$ cat src/core/mnx_consts.svh
// Encodings, address constants and reset values for the multiply/negate executor.
`ifndef MNX_CONSTS_SVH
`define MNX_CONSTS_SVH
`define MNX_OP_MULL 8'h0d
`define MNX_OP_MULR 7'h01
`define MNX_OP_NEG 7'h36
`define MNX_OP_NOP_HI 4'hf
`define MNX_WORD_NOP 16'h0000
`define MNX_ACC_SPLIT 8'h80
`define MNX_ACC_LOW_BANK 4'h0
`define MNX_ACC_HIGH_BANK 4'hf
`define MNX_PROD_RST 8'h00
`define MNX_FLAGS_RST 5'h00
`define MNX_ADDR_RST 12'h000
`define MNX_DATA_RST 8'h00
`define MNX_ONE9 9'h001
`define MNX_ONE5 5'h01
`define MNX_PAD_BYTE 8'h00
`define MNX_SIGN_EDGE 8'h80
`define MNX_NIBBLE_ZERO 4'h0
`endif

$ cat src/core/mnx_pkg.sv
// Types shared by the multiply/negate executor files.
package mnx_pkg;
   typedef struct packed {
      logic [7:0] opcode;
      logic [7:0] operand;
   } mnx_instr_t;

   typedef struct packed {
      logic negative;
      logic signedExcess;
      logic zero;
      logic halfCarry;
      logic carry;
   } mnx_flags_t;

   typedef enum logic [2:0] {
      ST_IDLE = 3'b001,
      ST_READ = 3'b010,
      ST_EXEC = 3'b100
   } mnx_state_t;
endpackage

$ cat src/core/mnx_negate.sv
// Two's-complement negation of one data byte with its arithmetic flags.
`include "mnx_consts.svh"
module mnx_negate (
   // Operand in
   input wire logic [7:0] operand,
   // Result out
   output logic [7:0] result,
   output mnx_pkg::mnx_flags_t flags
);
   import mnx_pkg::*;
   logic [8:0] sum;
   logic [4:0] lowSum;
   // The negation is formed as inverse plus one so the carries fall out of the adders.
   assign sum = {1'b0, ~operand} + `MNX_ONE9;
   assign lowSum = {1'b0, ~operand[3:0]} + `MNX_ONE5;
   assign result = sum[7:0];
   assign flags.negative = sum[7];
   assign flags.signedExcess = operand[7] & sum[7];
   assign flags.zero = (sum[7:0] == `MNX_DATA_RST);
   assign flags.halfCarry = lowSum[4];
   assign flags.carry = sum[8];
endmodule

$ cat src/core/mnx_exec.sv
// Executor for multiply by literal, multiply by register, negate and no-operation words.
// Summary of operation
// RULE1: Opcode 0000 1101 with an 8-bit immediate is multiply by literal.
// RULE2: Multiply by literal stores accumulator times immediate as a full 16-bit product.
// RULE3: Each product's high byte goes to product high, low byte to product low.
// RULE4: Multiplies never touch any flag; no zero, carry or overflow indication.
// RULE5: Opcode 0000 001 plus access bit and address is multiply by register.
// RULE6: Multiply by register stores accumulator times the addressed byte as 16 bits.
// RULE7: Multiplies leave the accumulator and the source register unchanged.
// RULE8: Access bit 0 uses the access bank; 1 uses the bank select value.
// RULE9: Opcode 0110 110 negates the addressed register and updates five arithmetic flags.
// RULE10: Zero words and words with top nibble 1111 complete with no effect.
`include "mnx_consts.svh"
module mnx_exec (
   // Clock and reset
   input wire logic clock,
   input wire logic rst_n,
   // Instruction in
   input wire logic instrValid,
   input mnx_pkg::mnx_instr_t instr,
   input wire logic [7:0] accumulator,
   input wire logic [3:0] bankSelectValue,
   // Data memory
   output logic [11:0] memAddr,
   output logic memRead,
   output logic memWrite,
   output logic [7:0] memWrData,
   input wire logic [7:0] memRdData,
   // Results and status
   output logic [7:0] productHigh,
   output logic [7:0] productLow,
   output mnx_pkg::mnx_flags_t flags,
   output logic busy,
   output logic done,
   output logic foreign
);
   import mnx_pkg::*;

   // ----------------------------------------
   // Decode
   // ----------------------------------------
   mnx_state_t state;
   logic accept;
   logic multiplyLiteralOp;
   logic multiplyRegisterOp;
   logic negateRegisterOp;
   logic noOperationOp;
   logic [11:0] operandAddr;
   logic [15:0] literalProduct;
   logic [15:0] registerProduct;
   logic [7:0] accLatch;
   logic isNegate;
   logic [7:0] negResult;
   mnx_flags_t negFlags;

   assign accept = instrValid && (state == ST_IDLE);
   assign multiplyLiteralOp = (instr.opcode == `MNX_OP_MULL); // RULE1
   assign multiplyRegisterOp = (instr.opcode[7:1] == `MNX_OP_MULR); // RULE5
   assign negateRegisterOp = (instr.opcode[7:1] == `MNX_OP_NEG); // RULE9
   assign noOperationOp = (instr == `MNX_WORD_NOP) || (instr.opcode[7:4] == `MNX_OP_NOP_HI); // RULE10

   // The access bank splits at one address: the low half is bank 0, the high half the top bank.
   always_comb begin
      if (instr.opcode[0]) begin
         operandAddr = {bankSelectValue, instr.operand}; // RULE8
      end else if (instr.operand < `MNX_ACC_SPLIT) begin
         operandAddr = {`MNX_ACC_LOW_BANK, instr.operand}; // RULE8
      end else begin
         operandAddr = {`MNX_ACC_HIGH_BANK, instr.operand}; // RULE8
      end
   end

   assign literalProduct = {`MNX_PAD_BYTE, accumulator} * {`MNX_PAD_BYTE, instr.operand}; // RULE2
   assign registerProduct = {`MNX_PAD_BYTE, accLatch} * {`MNX_PAD_BYTE, memRdData}; // RULE6

   mnx_negate negUnit (
      .operand(memRdData),
      .result(negResult),
      .flags(negFlags)
   );

   // ----------------------------------------
   // Sequencing
   // ----------------------------------------
   // Register operands take a read cycle; the memory answers one cycle after memRead.
   always_ff @(posedge clock or negedge rst_n) begin
      if (!rst_n) begin
         state <= ST_IDLE;
         busy <= 1'b0;
      end else begin
         case (state)
            ST_IDLE: begin
               if (accept && (multiplyRegisterOp || negateRegisterOp)) begin
                  state <= ST_READ;
                  busy <= 1'b1;
               end
            end
            ST_READ: begin
               state <= ST_EXEC;
            end
            ST_EXEC: begin
               state <= ST_IDLE;
               busy <= 1'b0;
            end
            default: begin
               state <= ST_IDLE;
               busy <= 1'b0;
            end
         endcase
      end
   end

   always_ff @(posedge clock or negedge rst_n) begin
      if (!rst_n) begin
         accLatch <= `MNX_DATA_RST;
         isNegate <= 1'b0;
      end else if (accept) begin
         accLatch <= accumulator;
         isNegate <= negateRegisterOp;
      end
   end

   always_ff @(posedge clock or negedge rst_n) begin
      if (!rst_n) begin
         done <= 1'b0;
         foreign <= 1'b0;
      end else begin
         done <= (accept && !multiplyRegisterOp && !negateRegisterOp) || (state == ST_EXEC);
         foreign <= accept && !multiplyLiteralOp && !multiplyRegisterOp && !negateRegisterOp && !noOperationOp;
      end
   end

   // ----------------------------------------
   // Data memory port
   // ----------------------------------------
   always_ff @(posedge clock or negedge rst_n) begin
      if (!rst_n) begin
         memAddr <= `MNX_ADDR_RST;
         memRead <= 1'b0;
         memWrite <= 1'b0;
         memWrData <= `MNX_DATA_RST;
      end else begin
         memRead <= accept && (multiplyRegisterOp || negateRegisterOp);
         memWrite <= (state == ST_EXEC) && isNegate; // RULE7 RULE9
         if (accept && (multiplyRegisterOp || negateRegisterOp)) begin
            memAddr <= operandAddr; // RULE8
         end
         if ((state == ST_EXEC) && isNegate) begin
            memWrData <= negResult; // RULE9
         end
      end
   end

   // ----------------------------------------
   // Product pair and flags
   // ----------------------------------------
   always_ff @(posedge clock or negedge rst_n) begin
      if (!rst_n) begin
         productHigh <= `MNX_PROD_RST;
         productLow <= `MNX_PROD_RST;
      end else if (accept && multiplyLiteralOp) begin
         productHigh <= literalProduct[15:8]; // RULE2 RULE3
         productLow <= literalProduct[7:0]; // RULE3
      end else if ((state == ST_EXEC) && !isNegate) begin
         productHigh <= registerProduct[15:8]; // RULE6 RULE3
         productLow <= registerProduct[7:0]; // RULE3
      end
   end

   // Only the negate writes flags, so a zero product is silently left unflagged.
   always_ff @(posedge clock or negedge rst_n) begin
      if (!rst_n) begin
         flags <= `MNX_FLAGS_RST;
      end else if ((state == ST_EXEC) && isNegate) begin
         flags <= negFlags; // RULE9 RULE4
      end
   end
endmodule

$ cat config.mk
export PLATFORM = sky130hd
export DESIGN_NAME = mnx_exec
export DESIGN_NICKNAME = d
export VERILOG_FILES = /design/src/core/mnx_pkg.sv /design/src/core/mnx_negate.sv /design/src/core/mnx_exec.sv
export VERILOG_INCLUDE_DIRS = /design/src /design/src/core
export SDC_FILE = /design/constraint.sdc
export NUM_CORES = 1
export LEC_CHECK = 0
export BUFFER_PORTS_ARGS = -buffer_cell sky130_fd_sc_hd__buf_2
export CAP_MARGIN = 30
export CORE_MARGIN = 5
export CORE_UTILIZATION = 54
export DETAILED_ROUTE_END_ITERATION = 10
export PLACE_DENSITY_LB_ADDON = 0.2
export SLEW_MARGIN = 20
export SYNTH_ARGS = -nofsm -noshare
export SYNTH_HDL_FRONTEND = slang
export SYNTH_SLANG_ARGS = --single-unit
$ cat constraint.sdc
create_clock -name clock -period 4.35 [get_ports clock]
set_clock_uncertainty 0.05 [all_clocks]
set_input_delay 0 -clock clock [delete_from_list [all_inputs] [get_ports clock]]
set_output_delay 0 -clock clock [all_outputs]
set_load 0.01 [all_outputs]
======== Word-level counts from Yosys, hierarchy flattened ========
Cells that the tools add are included.
W data, S select, Z words.
storage, ports and cells
  flip-flop bits (word level) ............. 58
  bits of input ports ..................... 39
  output and inout bits ................... 46
  word-level logic and storage cells ...... 67
cells by class
  add/sub/neg operators ................... 2
  multipliers ............................. 2
  magnitude comparators ................... 1
  equality and inequality tests ........... 8
  muxes and demuxes ....................... 10
  bitwise logic cells ..................... 4
  reductions and logical operators ........ 23
operator list
  cell                   number
  $mul A8 B8 Y16         2
  $mux W8                4
  $mux W12               2
  $logic_not A16 Y1      1
  $logic_and A1 B1 Y1    11
  $add A8 B1 Y9 const B  1
  $eq A8 B4 Y1 const B   1
  $logic_not A8 Y1       1
  $lt A8 B8 Y1 const B   1
  $not A8 Y8             1
  $eq A7 B1 Y1 const B   1
  $eq A7 B6 Y1 const B   1
  $pmux W3 S2            1
  $add A4 B1 Y5 const B  1
  $logic_not A1 Y1       5
  $eq A4 B4 Y1 const B   1
  $not A4 Y4             1
  $eq A3 B1 Y1 const B   1
  $eq A3 B2 Y1 const B   1
  $eq A3 B3 Y1 const B   1
  $logic_or A1 B1 Y1     3
  $mux W3                1
  $ne A2 B1 Y1 const B   1
  $pmux W1 S2            1
  other kinds (5)        5

======== Depth between registers and ports, before layout ========
Gate-level depths: netlist (run 1).
  depth in word-level cells ............... 6
  gate-level depth with buffers ........... 17
  depth with buffers taken out ............ 16

======== Cells and area by module ========
Synthesis (run 1) repeated with hierarchy kept, for this count alone.
unflattened totals
  cells, all modules ...................... 717
  area total of the unflattened synthesis .. 6732.7 um^2
by module, submodules not included
  module      times used  cells an instance  area an instance (um^2)  seq. area each (um^2)
  mnx_exec    1           686                6512.5                   1452.6
  mnx_negate  1           31                 220.2                    0.0

======== Worst setup path before layout (run 1) ========
No wires, ideal clock.
  path type ............................... flip-flop to flip-flop
  start point ............................. register accLatch[5]
  end point ............................... register productHigh[6]
  setup time .............................. 0.094 ns
  arrival ................................. 4.412 ns
  required time ........................... 4.206 ns
  path slack .............................. -0.206 ns
  cell stages (with the launch flop) ...... 15
  path buffers ............................ 0
  period minus slack after synthesis ...... 4.556 ns
  cells stage by stage .................... dfrtp_1 -> and2_1 -> fa_1 -> fa_1 -> fa_1 -> inv_1 -> fa_1 -> inv_1 -> ha_1 -> a2111oi_0 -> o21ai_0 -> nand4_1 -> mux2_2 -> a32o_1 -> a211oi_1
between the ends
  cells in the longest elaborated chain, start to end .. 3
RTL lines
  item                    RTL line         RTL
  from (decl)             mnx_exec.sv:51   logic [7:0] accLatch;
  from (signal assigned)  mnx_exec.sv:115  accLatch <= `MNX_DATA_RST;
  from (signal assigned)  mnx_exec.sv:118  accLatch <= accumulator;
  $mul A8 B8 Y16          mnx_exec.sv:74   assign registerProduct = {`MNX_PAD_BYTE, accLatch} * {`MNX_PAD_BYTE, memRdData};
  $mux W8                 mnx_exec.sv:164  end else if ((state == ST_EXEC) && !isNegate) begin
  $mux W8                 mnx_exec.sv:161  end else if (accept && multiplyLiteralOp) begin
  to (signal assigned)    mnx_exec.sv:159  productHigh <= `MNX_PROD_RST;
  to (signal assigned)    mnx_exec.sv:162  productHigh <= literalProduct[15:8];
  to (signal assigned)    mnx_exec.sv:165  productHigh <= registerProduct[15:8];
  to (decl)               mnx_exec.sv:30   output logic [7:0] productHigh,
Every way passes these cells. The select of a mux whose other input is x is not followed.
A chain may end at the register's enable or synchronous reset.

======== Worst setup path after layout (run 1) ========
  start point ............................. register accLatch[3]
  end point ............................... register productHigh[5]
The elaborated chain is that of the path after synthesis.

==> metrics.cfg, run 1 <==
[outcome]
outcome = completed

[timing]
tightest_slew_ns = 0.761
relSlewSlack_pct = 49.2
hold_violations = 0
period_needed_ns = 4.34
tns_ns = 0
post-route-period-util_pct = 99.8
finalSetupViolCount = 0
fmax_ghz = 0.230
maxSlewViolCount = 0
rsz0062_at_grt = true

[critical_path]
crit_type = register to register
start_kind = register
end_kind = register
path_max_fanout = 4
path_buf_inv = 3
crit_path_top_delay_cell = fa_1
cp_cell_sequence = buf_4 > and2_4 > fa_2 > fa_1 > inv_1 > fa_1 > fa_1 > inv_2 > ha_4 > o211ai_1 > a21oi_1 > o21a_1 > or4b_1 > a41o_1 > mux2i_1
crit_arrival_ns = 4.54
crit_top_cell = fa_1
cp_slowest_stage_delay_ns = 0.53
cp.required_ns = 4.55
rr_worst_depth = 15
critical_path.top_delay_family = adder cells
crit_cells = 15

[cells_and_area]
fin_nets = 1068
antenna_cells = 0
area_growth_syn_to_layout_pct = 24.3
final_util_pct = 69.1
drive_above_1_share_pct = 22.3
fin_area_sq_um = 8370

[floorplan]
fp.dieH_um = 122
num_io_pins = 85
row_count = 40
die_w_um = 122
die_area_sq_um = 14800
start_util_pct = 55.6
core_area_sq_um = 12100

[logic_synthesis]
syn_avg_cell_area_sq_um = 9.14
synth_edf_count = 0
synthXorXnorAreaFrac_pct = 2.99
synth_fa_ha_area_share_pct = 35.2
syn-num-nets = 922
synth-main-ff-cell = dfrtp_1
ys_ff_latch = 57
netlist_area_sq_um = 6730
synthMuxAreaShare_pct = 2.14
ys_warn_count = 0
yosysSeqAreaShare_pct = 21.2
synth_compound_area_share_pct = 9.83
synthArstFlopShare_pct = 100
synth_cell_types = 59
synth_top_family_by_area = adder cells
synthCells = 737
yosys.area_share.simple_pct = 21.3

[route]
via_per_inst = 5.48
drc = 0
drt_iter0_drc = 337
route.vias.total = 5785
drt-total-wl_mm = 17.8
wl_per_cell_um = 16.8
ant_nets = 0
drt-pass1-iter-count = 5

[clocking]
cts_buffer_depth = 2
insertion_delay_ns = 0.33
cts_tree = yes
cts_root_buf = clkbuf_16
cts_buffers = 9
clkSlewWorstSetupHoldPaths_ns = 0.06
clkSinkCount = 57
h-tree-depth = 3

[flow_run]
cap_violations = 0

[power_and_ir_drop]
vdd.ir_drop.worst_mv = 0.319
total_power_mw = 3.67
leakage_nw = 4.26
power_density_nw_per_um2 = 439

[grt]
grt_use_met2_pct = 43.9
first_global_vias = 6168
grt_most_used_layer = met2
antenna_found_initial = 0
grt_use_met1_pct = 29.7
grt_pass1_wl_mm = 29.1
grt_max_degree = 58
gr-total-overflow = 0
grtUsageTotal_pct = 24.8
met3_usage_pct = 5.25

[worst_hold_path]
hold_class = primary input to register
holdPathStages = 3

[placement]
routabilityCongestion = 0.855
place.port_buffers = 84
place_area_sq_um = 7550
hpwl_mm = 13.6

## per-stage QoR
stage | instances | hold slack [ns] | setup slack [ns]
after floorplan | 737 | -0.346 | -0.0136
after global placement | 1004 | 0.139 | -0.0860
after detailed placement | 1004 | 0.158 | -0.224
after CTS | 1054 | 0.0149 | 0.00148
after global routing | 1056 | 0.0445 | -0.144
final | 1056 | 0.0262 | 0.00778
## worst paths after layout
check	startpoint	end	slack, ns
setup reg to reg	accLatch[3]$_DFFE_PN0P_	productHigh[5]$_DFFE_PN0P_	0.008
min in group asynchronous	rst_n	productLow[3]$_DFFE_PN0P_	0.31
setup / recovery	accLatch[3]$_DFFE_PN0P_	productHigh[5]$_DFFE_PN0P_	0.008
hold reg to reg	flags[2]$_DFFE_PN0P_	flags[2]$_DFFE_PN0P_	0.43
hold / removal	memRdData[0]	memWrData[0]$_DFFE_PN0P_	0.03
max in group asynchronous	rst_n	accLatch[1]$_DFFE_PN0P_	3.40
## repair_timing
action	4_1_cts	5_1_grt
setup endpoints to repair	4	7
hold buffers	23	0
pin swaps	24	10
endpoints found under the hold margin	73	0
gates resized for setup	17	16
buffers inserted	11	1
cloned	0	0
## layout make-up
| class | instances | area (sq um) |
|---|---|---|
| Clock buffer | 9 | 225 |
| Clock inverter | 7 | 125 |
| Fill cell | 934 | 3750 |
| Inverter | 101 | 379 |
| Multi-Input combinational cell | 557 | 4960 |
| Sequential cell | 57 | 1430 |
| Tap cell | 168 | 210 |
| Timing Repair Buffer | 157 | 1040 |
## placed cells by master (no fill, tap or decap), types with 23 or more instances in the layout
cell type,count
dlygate4sd3_1,23
buf_4,47
inv_1,95
ha_1,68
a21oi_1,24
dfrtp_1,54
nand2_1,90
and2_1,97
fa_1,70
buf_2,83
## flip-flops by register name, indices dropped and copies added (netlist names)
register and cells:
done 1, memWrite 1, flags 4, accLatch 8, state 3, busy 1
memRead 1, memAddr 12, productLow 8, productHigh 8, foreign 1, isNegate 1
memWrData 8
## cell usage after synthesis, types with 11 or more instances
cell type,instances,area (sq um)
nand3_1,13,65.1
clkbuf_1,15,56.3
and2_1,103,644
xnor2_1,15,131
inv_1,101,379
o21ai_0,21,105
mux2_2,11,124
a21oi_1,26,130
ha_1,74,926
dfrtp_1,56,1400
fa_1,72,1440
nand2_1,93,349
nor2_1,21,78.8
## kinds of logic after synthesis
family / after synthesis
and+or+nand+nor: 275
adders and majority gates: 146
buffers and inverters: 123
AOI/OAI and AO/OA: 100
DFF: 57
xor gates and xnor gates: 23
muxes: 13
## layer usage
layer	share of wire, %	up-vias
li1	-	2711
met1	39	2852
met2	52	183
met3	5.5	39
met4	3.0	0
met5	0	-
## tightest hold or removal path, stage by stage
cell     delay [ns]
buf_2          0.17
inv_1          0.10
o21ai_0        0.09
## report_power, final
group	switching (mW)	internal [mW]	total [mW]	leakage [nW]
Combinational	1.18	1.05	2.23	3.42
Sequential	0.0267	0.575	0.602	0.667
Clock	0.276	0.565	0.841	0.171
Note: power is estimated with default switching activity, not from simulation.
==> run 2, diff against run 1 <==
CORE_UTILIZATION = 55   (was 54)
CTS_BUF_LIST = sky130_fd_sc_hd__clkbuf_2   (was default)
CTS_CLUSTER_SIZE = 30   (was default)
==> run 2 against run 1 <==
- the run now ends with setup timing left
- global-route usage increased by 0.69 points
- register-to-register slack got worse by 0.04 ns
- non-clock buffer count rose by 31
- critical path depth unchanged
- worst hold slack improved by 0.030 ns
- cell area rose by 1.4%
- critical path type unchanged
- critical endpoint unchanged
- largest power group unchanged
==> metrics.cfg, run 2 (same netlist as run 1, synthesis figures left out) <==
[cells_and_area]
fin_nets = 1099
largest_register_ffs = 12
multi_input_area_sq_um = 4960
fin_area_sq_um = 8490
layout_common_cells = and2_1 (96), inv_1 (96), nand2_1 (92), buf_2 (82), fa_1 (71)
fillers = 927
seqCellArea_sq_um = 1430
top_register = memAddr
final_cells = 1067
area_growth_syn_to_layout_pct = 26.0
drive_above_1_share_pct = 21.3

[grt]
grt_max_degree = 58
first_global_vias = 6299
grt_pass1_wl_mm = 29.7
gr-total-overflow = 0
grtUsageTotal_pct = 25.5
antenna_found_initial = 1

[route]
met3_length_um = 931
wl_met1_mm = 7.15
drc = 0
drt-pass1-iter-count = 5
route.vias.total = 5979
wl_met2_mm = 9.45
wl_per_cell_um = 16.8
via_per_inst = 5.60
drt-total-wl_mm = 18.0
highest_layer = met4
drt_iter0_drc = 291
ant_nets = 0

[placement]
hpwl_mm = 13.4
routabilityCongestion = 0.913
place_area_sq_um = 7530
place.port_buffers = 84
dp_cells = 984

[floorplan]
die_area_sq_um = 14600
row_count = 40
start_util_pct = 56.1
die_w_um = 121
fp.dieH_um = 121
core_area_sq_um = 12000
num_io_pins = 85

[power_and_ir_drop]
clkPwrFrac_pct = 14.8
combPwrFrac_pct = 67.0
vdd.ir_drop.worst_mv = 0.333
intPower_mw = 1.88
seqPwrFrac_pct = 18.1
leakage_nw = 4.30
swShare_pct = 43.3
netSwitchingPower_mw = 1.44
power_density_nw_per_um2 = 391

[clocking]
cts_root_buf = clkbuf_2
cts_buffers = 9
insertion_delay_ns = 0.54
cts_tree = yes
h-tree-depth = 3
clkSlewWorstSetupHoldPaths_ns = 0.20
cts_buffer_depth = 2
clkSinkCount = 57

[critical_path]
rr_worst_depth = 15
reg2reg_slack_ns = -0.03
path_max_fanout = 6
crit_type = register to register
cp.required_ns = 4.78
endpoint = productHigh[5]$_DFFE_PN0P_
r2r-start = accLatch[3]$_DFFE_PN0P_
worstSetupStartpoint = accLatch[3]$_DFFE_PN0P_
start_kind = register
crit_arrival_ns = 4.82
reg2reg_to = productHigh[5]$_DFFE_PN0P_
end_kind = register

[timing]
finalWorstSetupSlack_ns = -0.0324
relSlewSlack_pct = 47.3
hold_violations = 0
tightest_slew_ns = 0.791
post-route-period-util_pct = 101
tns_ns = -0.0324
rsz0062_at_grt = true
fmax_ghz = 0.228
maxSlewViolCount = 0
period_needed_ns = 4.38
finalSetupViolCount = 1

[flow_run]
cap_violations = 0

[outcome]
outcome = finished with violations
violations = setup timing

[worst_hold_path]
hold_class = primary input to asynchronous set/reset pin

run 2: changes by cell type in the layout (fill, tap and decap cells not counted), moves of 2 or more:
cell,change
dlygate4sd3_1,+36
buf_6,-3
o21ai_0,-3
dfrtp_1,-2
buf_4,-2
o21ai_1,+2
nand2_1,+2
dfrtp_2,+2
clkbuf_16,-9
clkbuf_2,+9
run 2: how the worst min path moves through the flow:
| stage | from | to | depth (start not counted) |
|---|---|---|---|
| 6_report | rst_n | memWrData[4]$_DFFE_PN0P_ | 3 |
| 5_1_grt | instr[10] | productHigh[5]$_DFFE_PN0P_ | 5 |
| 4_1_cts | instr[10] | productHigh[6]$_DFFE_PN0P_ | 4 |
| 3_5_place_dp | rst_n | flags[1]$_DFFE_PN0P_ | 2 |
| 3_3_place_gp | rst_n | productHigh[4]$_DFFE_PN0P_ | 2 |
| 2_1_floorplan | rst_n | accLatch[0]$_DFFE_PN0P_ | 0 |
run 2: repair_timing:
action | CTS | global route
gates resized for setup | 23 | 13
pin swaps | 31 | 9
hold endpoints to repair | 100 | 0
setup endpoints to repair | 5 | 5
setup buffers | 4 | 2
hold buffers | 59 | 0
run 2: critical path, cell delays in order (launching register included):
cell and delay (ns):
dfrtp_2 0.49, buf_4 0.15, and2_4 0.13, fa_2 0.38, fa_1 0.49, inv_1 0.05, fa_1 0.47, fa_1 0.54
inv_2 0.05, ha_4 0.21, o211ai_1 0.18, a21oi_2 0.06, o21a_1 0.22, or4b_4 0.53, a41o_1 0.22, mux2i_1 0.12
run 2: power by group through the flow:
stage | clock network, mW | registers (mW) | logic (mW)
detailed placement | 0 | 0.611 | 2.01
finish | 0.492 | 0.603 | 2.23
CTS | 0.496 | 0.601 | 2.19
global route | 0.524 | 0.608 | 2.48
floorplan | 0 | 0.629 | 1.30
global placement | 0 | 0.608 | 1.96
run 2: through the flow:
| stage | util (%) | hold slack (ns) | setup slack [ns] | power [mW] |
|---|---|---|---|---|
| CTS | 70.1 | 0.0265 | -0.0173 | 3.29 |
| finish | 70.6 | 0.0566 | -0.0324 | 3.32 |
| global placement | 62.7 | 0.139 | -0.0833 | 2.56 |
| floorplan | - | -0.346 | -0.0136 | 1.93 |
| global route | 70.6 | 0.0667 | -0.170 | 3.61 |
| detailed placement | 62.7 | 0.155 | -0.214 | 2.62 |
run 2: routing by layer:
metal	track usage, %	up-vias
li1	-	2761
met1	30.6	2959
met3	3.18	49
met5	0	-
met4	9.42	0
met2	46.8	210
run 2: area by class of cell:
cell class              count  area share, %
inverters                 101           4.47
clock buffers               9          0.531
repair buffers            188           16.0
well taps                 147           2.17
clock inverters             7           1.47
flip-flops and latches     57           16.9
diodes                      1         0.0295
multi-input cells         557           58.5
